File: config.mk
export PLATFORM = sky130hd
export DESIGN_NAME = data_move_exec
export DESIGN_NICKNAME = d
export VERILOG_FILES = /design/src/hdl/data_move_pkg.sv /design/src/hdl/data_move_exec.sv
export SDC_FILE = /design/constraint.sdc
export NUM_CORES = 1
export LEC_CHECK = 0
export ABC_AREA = 1
export BUFFER_PORTS_ARGS = -buffer_cell sky130_fd_sc_hd__buf_4
export CAP_MARGIN = 15
export CELL_PAD_IN_SITES_DETAIL_PLACEMENT = 1
export CELL_PAD_IN_SITES_GLOBAL_PLACEMENT = 1
export CORE_ASPECT_RATIO = 0.9
export CORE_MARGIN = 10
export CORE_UTILIZATION = 40
export CTS_CLUSTER_SIZE = 8
export DETAILED_ROUTE_END_ITERATION = 6
export GPL_TIMING_DRIVEN = 0
export HOLD_SLACK_MARGIN = 0.06
export PLACE_DENSITY = 0.89
export SLEW_MARGIN = 20
export SYNTH_ARGS = -nofsm -noshare
export SYNTH_HDL_FRONTEND = slang
export SYNTH_SLANG_ARGS = --single-unit
File: constraint.sdc
create_clock -name clock -period 2.5 [get_ports clock]
set_input_delay 0 -clock clock [delete_from_list [all_inputs] [get_ports clock]]
set_output_delay 0 -clock clock [all_outputs]
set_load 0.01 [all_outputs]
File: src/hdl/data_move_pkg.sv
package data_move_pkg;

  // ----------------------------------------------------------------
  // instruction encodings
  // ----------------------------------------------------------------
  localparam logic [9:0] OP_PTR_LOAD = 10'h3B8;
  localparam logic [7:0] OP_PTR_LOAD2 = 8'hF0;
  localparam logic [5:0] OP_REG_MOVE = 6'h14;
  localparam logic [3:0] OP_FILE_MOVE = 4'hC;
  localparam logic [3:0] OP_FILE_MOVE2 = 4'hF;
  localparam logic [7:0] OP_BANK_LOAD = 8'h01;

  // ----------------------------------------------------------------
  // addressing
  // ----------------------------------------------------------------
  localparam logic [7:0] IDX_LIMIT = 8'h5F;
  localparam logic [7:0] ACCESS_SPLIT = 8'h60;
  localparam logic [3:0] ACCESS_HI_PAGE = 4'hF;
  localparam logic [11:0] ADDR_PC_LOW = 12'hFF9;
  localparam logic [11:0] ADDR_TOS_LOW = 12'hFFD;
  localparam logic [11:0] ADDR_TOS_HIGH = 12'hFFE;
  localparam logic [11:0] ADDR_TOS_UPPER = 12'hFFF;
  localparam int NUM_POINTERS = 3;

  // ----------------------------------------------------------------
  // register port map
  // ----------------------------------------------------------------
  localparam logic [3:0] REG_CTRL = 4'h0;
  localparam logic [3:0] REG_STATUS = 4'h1;
  localparam logic [3:0] REG_WORK = 4'h2;
  localparam logic [3:0] REG_BANK = 4'h3;
  localparam logic [3:0] REG_PTR_BASE = 4'h4;
  localparam int CTRL_EXT_BIT = 0;
  localparam int STAT_ZERO_BIT = 0;
  localparam int STAT_NEG_BIT = 1;
  localparam int STAT_ILLEGAL_BIT = 2;

  // ----------------------------------------------------------------
  // reset values
  // ----------------------------------------------------------------
  localparam logic [7:0] RST_BYTE = 8'h00;
  localparam logic [11:0] RST_PTR = 12'h000;

  typedef struct packed {
    logic rdEn;
    logic wrEn;
    logic [11:0] addr;
    logic [7:0] wdata;
  } mem_req_t;

  typedef struct packed {
    logic [3:0] addr;
    logic [7:0] wdata;
    logic write;
    logic read;
  } reg_req_t;

endpackage : data_move_pkg

File: src/hdl/data_move_exec.sv
// Our own choices: the address map and the address-and-strobe port.
`timescale 1ns/1ps

// Contract
// - pointer load: two words, two cycles, high nibble then low byte
// - register move: direction 0 to work register, 1 back to source
// - register move file address spans a whole 256-byte bank
// - bank bit 1 uses bank select, bank bit 0 uses access bank
// - extended set, bank bit 0, address up to 5Fh: indexed offset
// - file move: 12-bit source and destination across 4096 bytes
// - bank load writes literal in one cycle, upper nibble reads zero
module data_move_exec (
  // clock and reset
  input wire logic clock,
  input wire logic nrst,
  // instruction stream
  input wire logic instrValid,
  input wire logic [15:0] instrWord,
  output logic instrReady,
  // data memory, read data one cycle after the request
  output data_move_pkg::mem_req_t memReq,
  input wire logic [7:0] memRdata,
  // register port
  input data_move_pkg::reg_req_t regReq,
  output logic [7:0] regRdata,
  // core state
  output logic [7:0] workReg,
  output logic [7:0] bankSelect,
  output logic busy
);
  import data_move_pkg::*;
  // ----------------------------------------------------------------
  // decode helpers
  // ----------------------------------------------------------------
  function automatic logic isPtrLoad(input logic [15:0] w);
    isPtrLoad = (w[15:6] == OP_PTR_LOAD);
  endfunction : isPtrLoad
  function automatic logic isRegMove(input logic [15:0] w);
    isRegMove = (w[15:10] == OP_REG_MOVE);
  endfunction : isRegMove
  function automatic logic isFileMove(input logic [15:0] w);
    isFileMove = (w[15:12] == OP_FILE_MOVE);
  endfunction : isFileMove
  function automatic logic isBankLoad(input logic [15:0] w);
    isBankLoad = (w[15:8] == OP_BANK_LOAD);
  endfunction : isBankLoad
  function automatic logic [11:0] effAddr(input logic [7:0] f,
    input logic a, input logic ext, input logic [7:0] bank_select_reg,
    input logic [11:0] ptr2);
    if (a) begin
      effAddr = {bank_select_reg[3:0], f};
    end else if (ext && f <= IDX_LIMIT) begin
      effAddr = ptr2 + {4'h0, f};
    end else if (f < ACCESS_SPLIT) begin
      effAddr = {4'h0, f};
    end else begin
      effAddr = {ACCESS_HI_PAGE, f};
    end
  endfunction : effAddr
  function automatic logic isProtected(input logic [11:0] a);
    isProtected = (a == ADDR_PC_LOW) || (a == ADDR_TOS_LOW) ||
                  (a == ADDR_TOS_HIGH) || (a == ADDR_TOS_UPPER);
  endfunction : isProtected
  // ----------------------------------------------------------------
  // state
  // ----------------------------------------------------------------
  typedef enum logic [2:0] {
    S_IDLE, S_PTR_LOW, S_REG_MOVE, S_FILE_CAP, S_FILE_DEST
  } state_t;
  state_t state_q;
  logic [11:0] ptr_q [NUM_POINTERS];
  logic [1:0] ptrSel_q;
  logic dir_q;
  logic [11:0] addr_q;
  logic [7:0] data_q;
  logic [7:0] work_q;
  logic [7:0] bank_q;
  logic zero_q;
  logic neg_q;
  logic illegal_q;
  logic ext_q;
  logic [7:0] rdata_q;
  logic [11:0] decAddr;
  logic illegalSet;
  assign decAddr = effAddr(instrWord[7:0], instrWord[8], ext_q, bank_q,
                           ptr_q[2]);
  assign instrReady = (state_q == S_IDLE) || (state_q == S_PTR_LOW) ||
                      (state_q == S_FILE_DEST);
  assign busy = (state_q != S_IDLE);
  assign workReg = work_q;
  assign bankSelect = bank_q;
  assign regRdata = rdata_q;
  assign illegalSet = (state_q == S_FILE_DEST) && instrValid &&
                      isProtected(instrWord[11:0]);

  // ----------------------------------------------------------------
  // sequencer
  // ----------------------------------------------------------------
  always_ff @(posedge clock) begin
    if (!nrst) begin
      state_q <= S_IDLE;
    end else begin
      unique case (state_q)
        S_IDLE: begin
          if (instrValid) begin
            if (isPtrLoad(instrWord)) begin
              state_q <= S_PTR_LOW;
            end else if (isRegMove(instrWord)) begin
              state_q <= S_REG_MOVE;
            end else if (isFileMove(instrWord)) begin
              state_q <= S_FILE_CAP;
            end
          end
        end
        S_PTR_LOW, S_FILE_DEST: begin
          if (instrValid) begin
            state_q <= S_IDLE;
          end
        end
        S_REG_MOVE: state_q <= S_IDLE;
        S_FILE_CAP: state_q <= S_FILE_DEST;
      endcase
    end
  end
  // operand capture for the multi-cycle operations
  always_ff @(posedge clock) begin
    if (!nrst) begin
      ptrSel_q <= 2'h0;
      dir_q <= 1'b1;
      addr_q <= RST_PTR;
    end else if (state_q == S_IDLE && instrValid) begin
      ptrSel_q <= instrWord[5:4];
      dir_q <= instrWord[9];
      addr_q <= isFileMove(instrWord) ? instrWord[11:0]
                                      : decAddr;
    end
  end
  // source byte held between the two file move cycles
  always_ff @(posedge clock) begin
    if (!nrst) begin
      data_q <= RST_BYTE;
    end else if (state_q == S_FILE_CAP) begin
      data_q <= memRdata;
    end
  end

  // ----------------------------------------------------------------
  // pointers
  // ----------------------------------------------------------------
  for (genvar i = 0; i < NUM_POINTERS; i++) begin : g_ptr
    always_ff @(posedge clock) begin
      if (!nrst) begin
        ptr_q[i] <= RST_PTR;
      end else if (state_q == S_IDLE && instrValid &&
                   isPtrLoad(instrWord) && instrWord[5:4] == i) begin
        ptr_q[i] <= {instrWord[3:0], ptr_q[i][7:0]};
      end else if (state_q == S_PTR_LOW && instrValid &&
                   ptrSel_q == i) begin
        ptr_q[i] <= {ptr_q[i][11:8], instrWord[7:0]};
      end
    end
  end
  // ----------------------------------------------------------------
  // work register, flags, bank select
  // ----------------------------------------------------------------
  always_ff @(posedge clock) begin
    if (!nrst) begin
      work_q <= RST_BYTE;
    end else if (state_q == S_REG_MOVE && !dir_q) begin
      work_q <= memRdata;
    end
  end
  always_ff @(posedge clock) begin
    if (!nrst) begin
      zero_q <= 1'b0;
      neg_q <= 1'b0;
    end else if (state_q == S_REG_MOVE) begin
      zero_q <= (memRdata == RST_BYTE);
      neg_q <= memRdata[7];
    end
  end
  always_ff @(posedge clock) begin
    if (!nrst) begin
      bank_q <= RST_BYTE;
    end else if (state_q == S_IDLE && instrValid &&
                 isBankLoad(instrWord)) begin
      bank_q <= {4'h0, instrWord[3:0]};
    end
  end
  // ----------------------------------------------------------------
  // data memory request
  // ----------------------------------------------------------------
  always_comb begin
    memReq = '0;
    if (state_q == S_IDLE && instrValid) begin
      memReq.rdEn = isRegMove(instrWord) || isFileMove(instrWord);
      memReq.addr = isFileMove(instrWord) ? instrWord[11:0]
                                          : decAddr;
    end else if (state_q == S_REG_MOVE && dir_q) begin
      memReq.wrEn = 1'b1;
      memReq.addr = addr_q;
      memReq.wdata = memRdata;
    end else if (state_q == S_FILE_DEST && instrValid) begin
      // protected targets are dropped rather than corrupt control flow
      memReq.wrEn = !isProtected(instrWord[11:0]);
      memReq.addr = instrWord[11:0];
      memReq.wdata = data_q;
    end
  end
  // ----------------------------------------------------------------
  // register port
  // ----------------------------------------------------------------
  always_ff @(posedge clock) begin
    if (!nrst) begin
      ext_q <= 1'b0;
    end else if (regReq.write && regReq.addr == REG_CTRL) begin
      ext_q <= regReq.wdata[CTRL_EXT_BIT];
    end
  end
  // sticky; a new event wins over a write-one clear
  always_ff @(posedge clock) begin
    if (!nrst) begin
      illegal_q <= 1'b0;
    end else if (illegalSet) begin
      illegal_q <= 1'b1;
    end else if (regReq.write && regReq.addr == REG_STATUS &&
                 regReq.wdata[STAT_ILLEGAL_BIT]) begin
      illegal_q <= 1'b0;
    end
  end
  always_ff @(posedge clock) begin
    if (!nrst) begin
      rdata_q <= RST_BYTE;
    end else if (regReq.read) begin
      rdata_q <= RST_BYTE;
      unique case (regReq.addr)
        REG_CTRL: rdata_q[CTRL_EXT_BIT] <= ext_q;
        REG_STATUS: begin
          rdata_q[STAT_ZERO_BIT] <= zero_q;
          rdata_q[STAT_NEG_BIT] <= neg_q;
          rdata_q[STAT_ILLEGAL_BIT] <= illegal_q;
        end
        REG_WORK: rdata_q <= work_q;
        REG_BANK: rdata_q <= bank_q;
        REG_PTR_BASE: rdata_q <= ptr_q[0][7:0];
        REG_PTR_BASE + 4'h1: rdata_q <= {4'h0, ptr_q[0][11:8]};
        REG_PTR_BASE + 4'h2: rdata_q <= ptr_q[1][7:0];
        REG_PTR_BASE + 4'h3: rdata_q <= {4'h0, ptr_q[1][11:8]};
        REG_PTR_BASE + 4'h4: rdata_q <= ptr_q[2][7:0];
        REG_PTR_BASE + 4'h5: rdata_q <= {4'h0, ptr_q[2][11:8]};
        default: rdata_q <= RST_BYTE;
      endcase
    end
  end
endmodule : data_move_exec

==> results of run 1 <==
[kinds of logic (layout without fill, tap and decap cells)]
kind of cell / Yosys count / in the layout / share of synthesized area
xor gates and xnor gates: 5 / 5 / 0.00923
DFF: 86 / 86 / 0.439
adders and majority gates: 9 / 9 / 0.0253
other: 1 / 5 / 0.000790
AOI/OAI and AO/OA: 137 / 137 / 0.162
and+or+nand+nor: 295 / 295 / 0.277
buffers and inverters: 103 / 219 / 0.0876
[critical path: stages, from the launching register on]
cell and delay, ps:
edfxtp_1 430, ha_4 180, inv_2 40, fa_2 380, inv_2 110, nand3_2 80, nand3_2 100, nand2_2 80
nand3_2 90, nand2_2 70, o21ai_2 140, nand2_1 80, nand2_2 90, nand2_2 60, o211ai_1 90, buf_4 150
[state kept, by name, summed over array words and instances, names as in the netlist, 2 cells and up]
| signal | flops |
|---|---|
| data_q | 8 |
| workReg | 8 |
| ptrSel_q | 2 |
| bankSelect | 4 |
| regRdata | 8 |
| state_q | 3 |
| addr_q | 12 |
| ptr_q | 36 |
[final cells by class]
cell class | count | share of cell area
Multi-Input combinational cell | 450 | 0.387
Sequential cell | 86 | 0.338
Timing Repair Buffer | 100 | 0.127
Inverter | 78 | 0.0476
Clock buffer | 11 | 0.0411
Tap cell | 156 | 0.0317
Buffer | 25 | 0.0199
Clock inverter | 5 | 0.00631
Antenna cell | 1 | 0.000407
[layer usage]
metal | vias to the layer above | track usage | wire length, um
li1 | 2366 | - | -
met1 | 2635 | 0.283 | 8120
met2 | 344 | 0.393 | 9870
met3 | 83 | 0.0673 | 1990
met4 | 0 | 0.104 | 828
met5 | - | 0 | 0
[cells in the mapped netlist, types with 4 or more instances]
library cell	number
a21oi_1	61
a221oi_1	4
buf_2	4
buf_4	4
clkbuf_1	13
clkinv_1	5
dfxtp_1	50
edfxtp_1	36
ha_1	8
inv_1	68
inv_2	5
nand2_1	139
nand3_1	47
nand4_1	14
nor2_1	70
nor4_1	7
o211ai_1	11
o21ai_0	40
o21ai_1	7
[power groups by stage]
stage / Combinational (mW) / Sequential [mW] / Clock (mW)
global route: 0.837 / 1.59 / 1.42
CTS: 0.714 / 1.58 / 1.35
global placement: 0.652 / 1.61 / 0
finish: 0.770 / 1.59 / 1.38
detailed placement: 0.682 / 1.61 / 0
floorplan: 0.395 / 1.60 / 0
[path summary, 6_finish.rpt]
check | endpoint | cells after the start | slack (ps) | startpoint
setup / recovery | memReq[16] | 15 | -40 | ptr_q[2][0]
hold reg to reg | regRdata[2] | 2 | 470 | regRdata[2]
setup reg to reg | ptr_q[1][3] | 4 | 200 | state_q[0]
hold / removal | regRdata[4] | 3 | 80 | regReq[0]
[timing repair]
item | in CTS | in global routing
resized for setup | 5 | 23
endpoints found under the setup margin | 11 | 30
buffers inserted | 1 | 11
pin swaps | 1 | 4
hold buffers | 13 | 0
endpoints found under the hold margin | 27 | 0
[per-stage QoR]
step                hold slack (ps)  utilization  setup TNS (ps)
global placement                299        0.478               0
finish                         78.4        0.534           -60.8
floorplan                       163            -               0
detailed placement              314        0.478               0
CTS                            81.5        0.517               0
global route                    106        0.534            -328
==> summary.txt, run 1 <==
Layout
  – Design Area, Final: approximately 0.0062 mm^2
  – Syn-to-layout area delta: 29.6%
  – Most frequent cells in the layout: nand2_1 (134), buf_4 (91), nor2_1 (68)
  – Finished Layout Cells: 912
  – Multi-input gate area: 0.00238 mm^2
  – Commonest non-fill, non-tap cell in the layout: nand2_1
  – Fillers: 1416
  – Sequential Area: approximately 0.0021 mm^2
  – Share of cells above drive strength 1: 0.201
  – Final Net Count: 800

Setup path
  – Crit path kind: reg2out
  – CP required: 2500 ps
  – CP arrival: 2540 ps
  – Max Fanout on Critical Path: 3
  – Crit end category: primary output
  – Startpoint Class: register

Timing
  – Maximum clock frequency: approximately 400 MHz
  – Final hold vios: 0
  – RSZ-0062 raised after global routing: true
  – Post-route clock period utilization: 1.02
  – Clock skew: 19.4 ps
  – Crit path time final: 2540 ps
  – Slew headroom: 0.521
  – Pins Over Slew Limit: 0
  – Final Setup Violations: 2
  – Least-Margin Pin Slew: just over 700 ps
  – Final worst slack: -41.1 ps

Die
  – IO Pins: between 80 and 90
  – Die area: 0.0166 mm^2
  – Die width: 135 um
  – Placeable Area: 0.0115 mm^2
  – Die height: approximately 120 um
  – FP Rows: 37
  – Initial Util: 0.412

Logic synthesis
  – Synth area leaders: edfxtp_1 (23%), dfxtp_1 (21%), nand2_1 (11%)
  – Post-synthesis sequential area ratio: 0.439
  – #FFs+latches synth: 86
  – Mean Syn Cell Area: 7.46 um^2
  – Area share of the largest cell type after synthesis: 0.228
  – Top FF cell, synth: dfxtp_1
  – Synthesized area: 0.00474 mm^2
  – Post-synth ARST share: 0
  – Syn. warnings: 0
  – Synth unique cells: 47
  – Cell taking the most area after synthesis: edfxtp_1
  – Post-Synthesis Cells: 636
  – Number of flops mapped to enable cells by yosys: 36

Drt
  – 1st-iter DRT viols: 515
  – DRC: 1
  – Antenna-violating nets left: 0
  – Total number of vias: 5428
  – DR pass1 iterations: 7
  – Routed length per instance: 22.8 um
  – Via-to-Cell Ratio: 5.95
  – Post-Route WL: 20.8 mm

Place
  – GP Congestion: 0.950
  – IO buf count: 75
  – Placed Instances: 870
  – DP HPWL: 14.0 mm
  – Place WS: 98.2 ps
  – Area after DPL: 0.00551 mm^2

Flow run
  – Max-cap violations: 0

Pwr
  – Seq pwr share: 0.425
  – Clock Power Share: 0.369
  – PD cells: 607 mW/mm^2
  – Power after layout: 3.73 mW
  – Sw Pwr: 1.18 mW
  – Peak VDD IR: 0.422 mV
  – Cell-internal power: between 2 and 3 mW
  – Switch share: 0.317
  – Combinational Power Share: 0.206
  – LEAKAGE: 2.67 nW

CTS
  – Clk pin slew, worst setup/hold paths: 70 ps
  – Clock buffer depth: 2
  – Depth of the CTS H-tree: 3
  – Clk sinks: 86
  – CTS buffer count: 9
  – TritonCTS clock tree: yes
  – Clock Latency Late Sink: 370 ps
  – Clk Tree Root Cell: clkbuf_16

Hold path
  – Type of the worst min-delay path: in2reg

Status
  – Status: finished with violations
  – Failing checks: design-rule violations, negative setup slack

Global route
  – Vias in the first global route: between 5000 and 6000
  – Antenna violations before repair: 1
  – Largest net degree at the start of global routing: 16
  – Global-route wire length before repair: 30.6 mm
  – Overflow after GRT: 0
  – Total Routing Usage GR: 0.237
(Power assumes the default switching activity.)
==> run 2, diff against run 1 <==
- ABC_AREA: 1 -> unset
- CORE_ASPECT_RATIO: 0.9 -> 1.2
- CORE_UTILIZATION: 40 -> 42
==> run 2 against run 1 <==
Compared with the run above: the flow finishes with violations (negative setup slack); final cell count down 8.0%; die area up 0.36%; flip-flop and latch count unchanged; critical path depth down 6; via count down 5.1%; clock power down 3%; global-route usage down 1.1 points; routed wire length down 6.4%; power down 8.0%; critical path type unchanged; critical endpoint unchanged; highest routed layer unchanged.
==> summary.txt, run 2 <==
Global route
  – Vias in the first global route: 5530 (was 5557)
  – Global-route wire length before repair: 30.2 mm (was 30.6 mm)
  – Antenna violations before repair: 0 (was 1)
  – Largest net degree at the start of global routing: 18 (was 16)
  – Total Routing Usage GR: 0.226 (was 0.237)
  – Overflow after GRT: 0 (unchanged)

Die
  – IO Pins: 89 (unchanged)
  – Die width: 120 um (was 135 um)
  – Initial Util: 0.430 (was 0.412)
  – Placeable Area: 0.0116 mm^2 (was 0.0115 mm^2)
  – Die height: 140 um (was 123 um)
  – FP Rows: 43 (was 37)
  – Die area: 0.0167 mm^2 (was 0.0166 mm^2)

Setup path
  – Slowest cell on crit path: edfxtp_1 (unchanged)
  – Crit path kind: reg2out (unchanged)
  – Startpoint Class: register (unchanged)
  – R2R depth: 4 (unchanged)
  – R2R setup slack: 170 ps (was 200 ps)
  – CP required: 2500 ps (about the same)
  – Worst path bufs/invs: 2 (was 3)
  – Max Fanout on Critical Path: 4 (was 3)
  – Worst-path cell chain: ha_4 > inv_2 > fa_2 > nor2b_4 > o31a_1 > o211ai_1 > a211o_1 > a21oi_2 > buf_4 (was ha_4 > inv_2 > fa_2 > inv_2 > nand3_2 > nand3_2 > nand2_2 > nand3_2 > nand2_2 > o21ai_2 > nand2_1 > nand2_2 > nand2_2 > o211ai_1 > buf_4)
  – Largest delay share family, worst path: compound AO/OA/AOI/OAI gates (was simple AND/OR/NAND/NOR gates)
  – Reg2reg start: state_q[1] (was state_q[0])
  – Critical R2R Capture: ptr_q[0][2] (was ptr_q[1][3])
  – Critical Path Max Stage Delay: 430 ps (about the same)
  – Crit end category: primary output (unchanged)
  – CP arrival: 2560 ps (was 2540 ps)

Logic synthesis
  – Top FF cell, synth: dfxtp_1 (unchanged)
  – Post-Synthesis Cells: 564 (was 636)
  – Area share of the largest cell type after synthesis: 0.216 (was 0.228)
  – Post-synthesis sequential area ratio: 0.417 (was 0.439)
  – Synth Area in Compound Gates: 0.196 (was 0.162)
  – Number of flops mapped to enable cells by yosys: 36 (unchanged)
  – Area share of fa/ha/maj cells after synthesis: 0.0240 (was 0.0253)
  – Synthesized area: 0.00500 mm^2 (was 0.00474 mm^2)
  – #FFs+latches synth: 86 (unchanged)
  – Synth top cells by count: nand2_1 (59), dfxtp_1 (50), a21oi_1 (43) (was nand2_1 (139), nor2_1 (70), inv_1 (68))
  – Synth unique cells: 74 (was 47)
  – Mux contribution to synthesized area: 0.0568 (was 0)
  – Synth area leaders: edfxtp_1 (22%), dfxtp_1 (20%), mux2i_1 (5.0%) (was edfxtp_1 (23%), dfxtp_1 (21%), nand2_1 (11%))
  – Cell taking the most area after synthesis: edfxtp_1 (unchanged)
  – Post-synthesis simple-gate area fraction: 0.256 (was 0.277)
  – Mean Syn Cell Area: 8.86 um^2 (was 7.46 um^2)
  – Syn. warnings: 0 (unchanged)
  – Post-synth ARST share: 0 (unchanged)
  – Most numerous cell in the Yosys netlist: nand2_1 (unchanged)
  – Post-Synth XOR/XNOR Area: 0.00526 (was 0.00923)
  – Largest family of logic cells by synthesized area: simple AND/OR/NAND/NOR gates (unchanged)

Status
  – Status: finished with violations (unchanged)
  – Failing checks: negative setup slack (was design-rule violations, negative setup slack)

Timing
  – Slew headroom: 0.504 (was 0.521)
  – Final Setup Violations: 3 (was 2)
  – RSZ-0062 raised after global routing: true (unchanged)
  – Least-Margin Pin Slew: 738 ps (was 718 ps)
  – Final hold vios: 0 (unchanged)
  – Pins Over Slew Limit: 0 (unchanged)
  – Maximum clock frequency: 391 MHz (was 394 MHz)
  – Final worst slack: -59.0 ps (was -41.1 ps)
  – Clock skew: 8.38 ps (was 19.4 ps)
  – Post-route clock period utilization: 1.02 (about the same)
  – Crit path time final: 2560 ps (was 2540 ps)

Layout
  – Biggest regs: ptr_q x36, addr_q x12 (unchanged)
  – Commonest non-fill, non-tap cell in the layout: buf_4 (was nand2_1)
  – Reg with most FFs: ptr_q (unchanged)
  – Syn-to-layout area delta: 27.9% (was 29.6%)
  – Finished Layout Cells: 839 (was 912)
  – Max reg flops: 36 (unchanged)
  – Final Net Count: 727 (was 800)
  – Share of cells above drive strength 1: 0.220 (was 0.201)
  – Most frequent cells in the layout: buf_4 (91), nand2_1 (59), dfxtp_1 (50) (was nand2_1 (134), buf_4 (91), nor2_1 (68))
  – Diodes inserted: 0 (was 1)

Hold path
  – Hold Path End: illegal_q (was regRdata[4])
  – Cell count of the worst hold path: 4 (was 3)
  – Worst Min Path Start: regReq[1] (was regReq[0])
  – Type of the worst min-delay path: in2reg (unchanged)

Pwr
  – Peak VDD IR: 0.321 mV (was 0.422 mV)
  – Cell-internal power: 2.43 mW (was 2.55 mW)
  – Combinational Power Share: 0.162 (was 0.206)
  – Seq pwr share: 0.448 (was 0.425)
  – Sw Pwr: 1.01 mW (was 1.18 mW)
  – LEAKAGE: 2.60 nW (was 2.67 nW)
  – Clock Power Share: 0.390 (was 0.369)
  – PD cells: 537 mW/mm^2 (was 607 mW/mm^2)
  – Power after layout: 3.44 mW (was 3.73 mW)
  – Switch share: 0.293 (was 0.317)

Drt
  – 1st-iter DRT viols: 443 (was 515)
  – DRC: 0 (was 1)
  – DR pass1 iterations: 4 (was 7)
  – Antenna-violating nets left: 0 (unchanged)
  – Routed length per instance: 23.2 um (was 22.8 um)
  – Total number of vias: 5150 (was 5428)
  – Via-to-Cell Ratio: 6.14 (was 5.95)
  – Post-Route WL: 19.5 mm (was 20.8 mm)

CTS
  – Clock buffer depth: 2 (unchanged)
  – Clock Latency Late Sink: 350 ps (was 370 ps)
  – TritonCTS clock tree: yes (unchanged)
  – Clk Tree Root Cell: clkbuf_16 (unchanged)
  – Clk pin slew, worst setup/hold paths: 70 ps (about the same)
  – CTS buffer count: 9 (unchanged)
  – Clk sinks: 86 (unchanged)
  – Depth of the CTS H-tree: 3 (unchanged)

Flow run
  – Max-cap violations: 0 (unchanged)

Place
  – DP HPWL: 14.4 mm (was 14.0 mm)
  – Placed Instances: 799 (was 870)
  – GP Congestion: 0.947 (was 0.950)
  – IO buf count: 75 (unchanged)
==> run 2: per-layer routing <==
metal,part of all wire,global-route usage
met3,0.069,0.0563
met2,0.51,0.397
met5,0,0
met1,0.39,0.251
met4,0.036,0.0986
==> run 2: per-stage QoR <==
stage	utilization	instance area, um^2	worst slack, ps	hold WS, ps	TNS, ps
6_report	0.550	6390	-59.0	64.1	-141
5_1_grt	0.550	6390	-112	87.0	-295
4_1_cts	0.538	6250	-0.429	61.2	-0.429
3_5_place_dp	0.496	5770	-173	248	-1380
3_3_place_gp	0.496	5770	18.8	233	0
2_1_floorplan	-	5010	357	124	0
==> run 2: layout make-up <==
type / count / area, um^2
multi-input cells: 427 / 2810
well taps: 157 / 196
plain buffers: 45 / 200
inverters: 8 / 30.0
fillers: 1371 / 5230
flip-flops and latches: 86 / 2080
repair buffers: 100 / 783
clock inverters: 7 / 63.8
clock buffers: 9 / 225
==> run 2: timing repair <==
| item | in CTS | in global routing |
|---|---|---|
| resized for setup | 12 | 23 |
| hold endpoints to repair | 24 | 0 |
| setup endpoints to repair | 23 | 27 |
| hold buffers | 13 | 0 |
| setup buffers | 3 | 9 |
| pin swaps | 3 | 9 |
==> run 2: worst reg2reg max path: stages, from the launching register on <==
cell,delay (ps)
dfxtp_1,340
clkbuf_2,220
nor4_4,550
nor2b_2,420
nand2b_1,440
==> run 2: cell families after synthesis <==
group	count (synthesis)
multiplexers	27
other	1
adder cells (fa/ha/maj)	9
AO/OA/AOI/OAI	148
buffers and inverters	54
flip-flops	86
XOR/XNOR	3
AND/OR/NAND/NOR	236
==> run 2: how the worst max path moves through the flow <==
stage | from | end | slack [ps] | depth (start not counted)
after floorplan | state_q[0] | ptr_q[0][10] | 360 | 5
after global placement | state_q[1] | ptr_q[0][0] | 20 | 4
after detailed placement | state_q[1] | ptr_q[0][4] | -170 | 4
after CTS | ptr_q[2][6] | memReq[19] | -0.4 | 7
after global routing | ptr_q[2][0] | memReq[14] | -110 | 9
final | ptr_q[2][0] | memReq[16] | -60 | 9
==> run 2: power groups by stage <==
stage / combinational, mW / sequential (mW) / clock, mW
finish: 0.555 / 1.54 / 1.34
CTS: 0.523 / 1.54 / 1.34
floorplan: 0.285 / 1.56 / 0
detailed placement: 0.491 / 1.57 / 0
global placement: 0.471 / 1.56 / 0
global route: 0.599 / 1.54 / 1.40
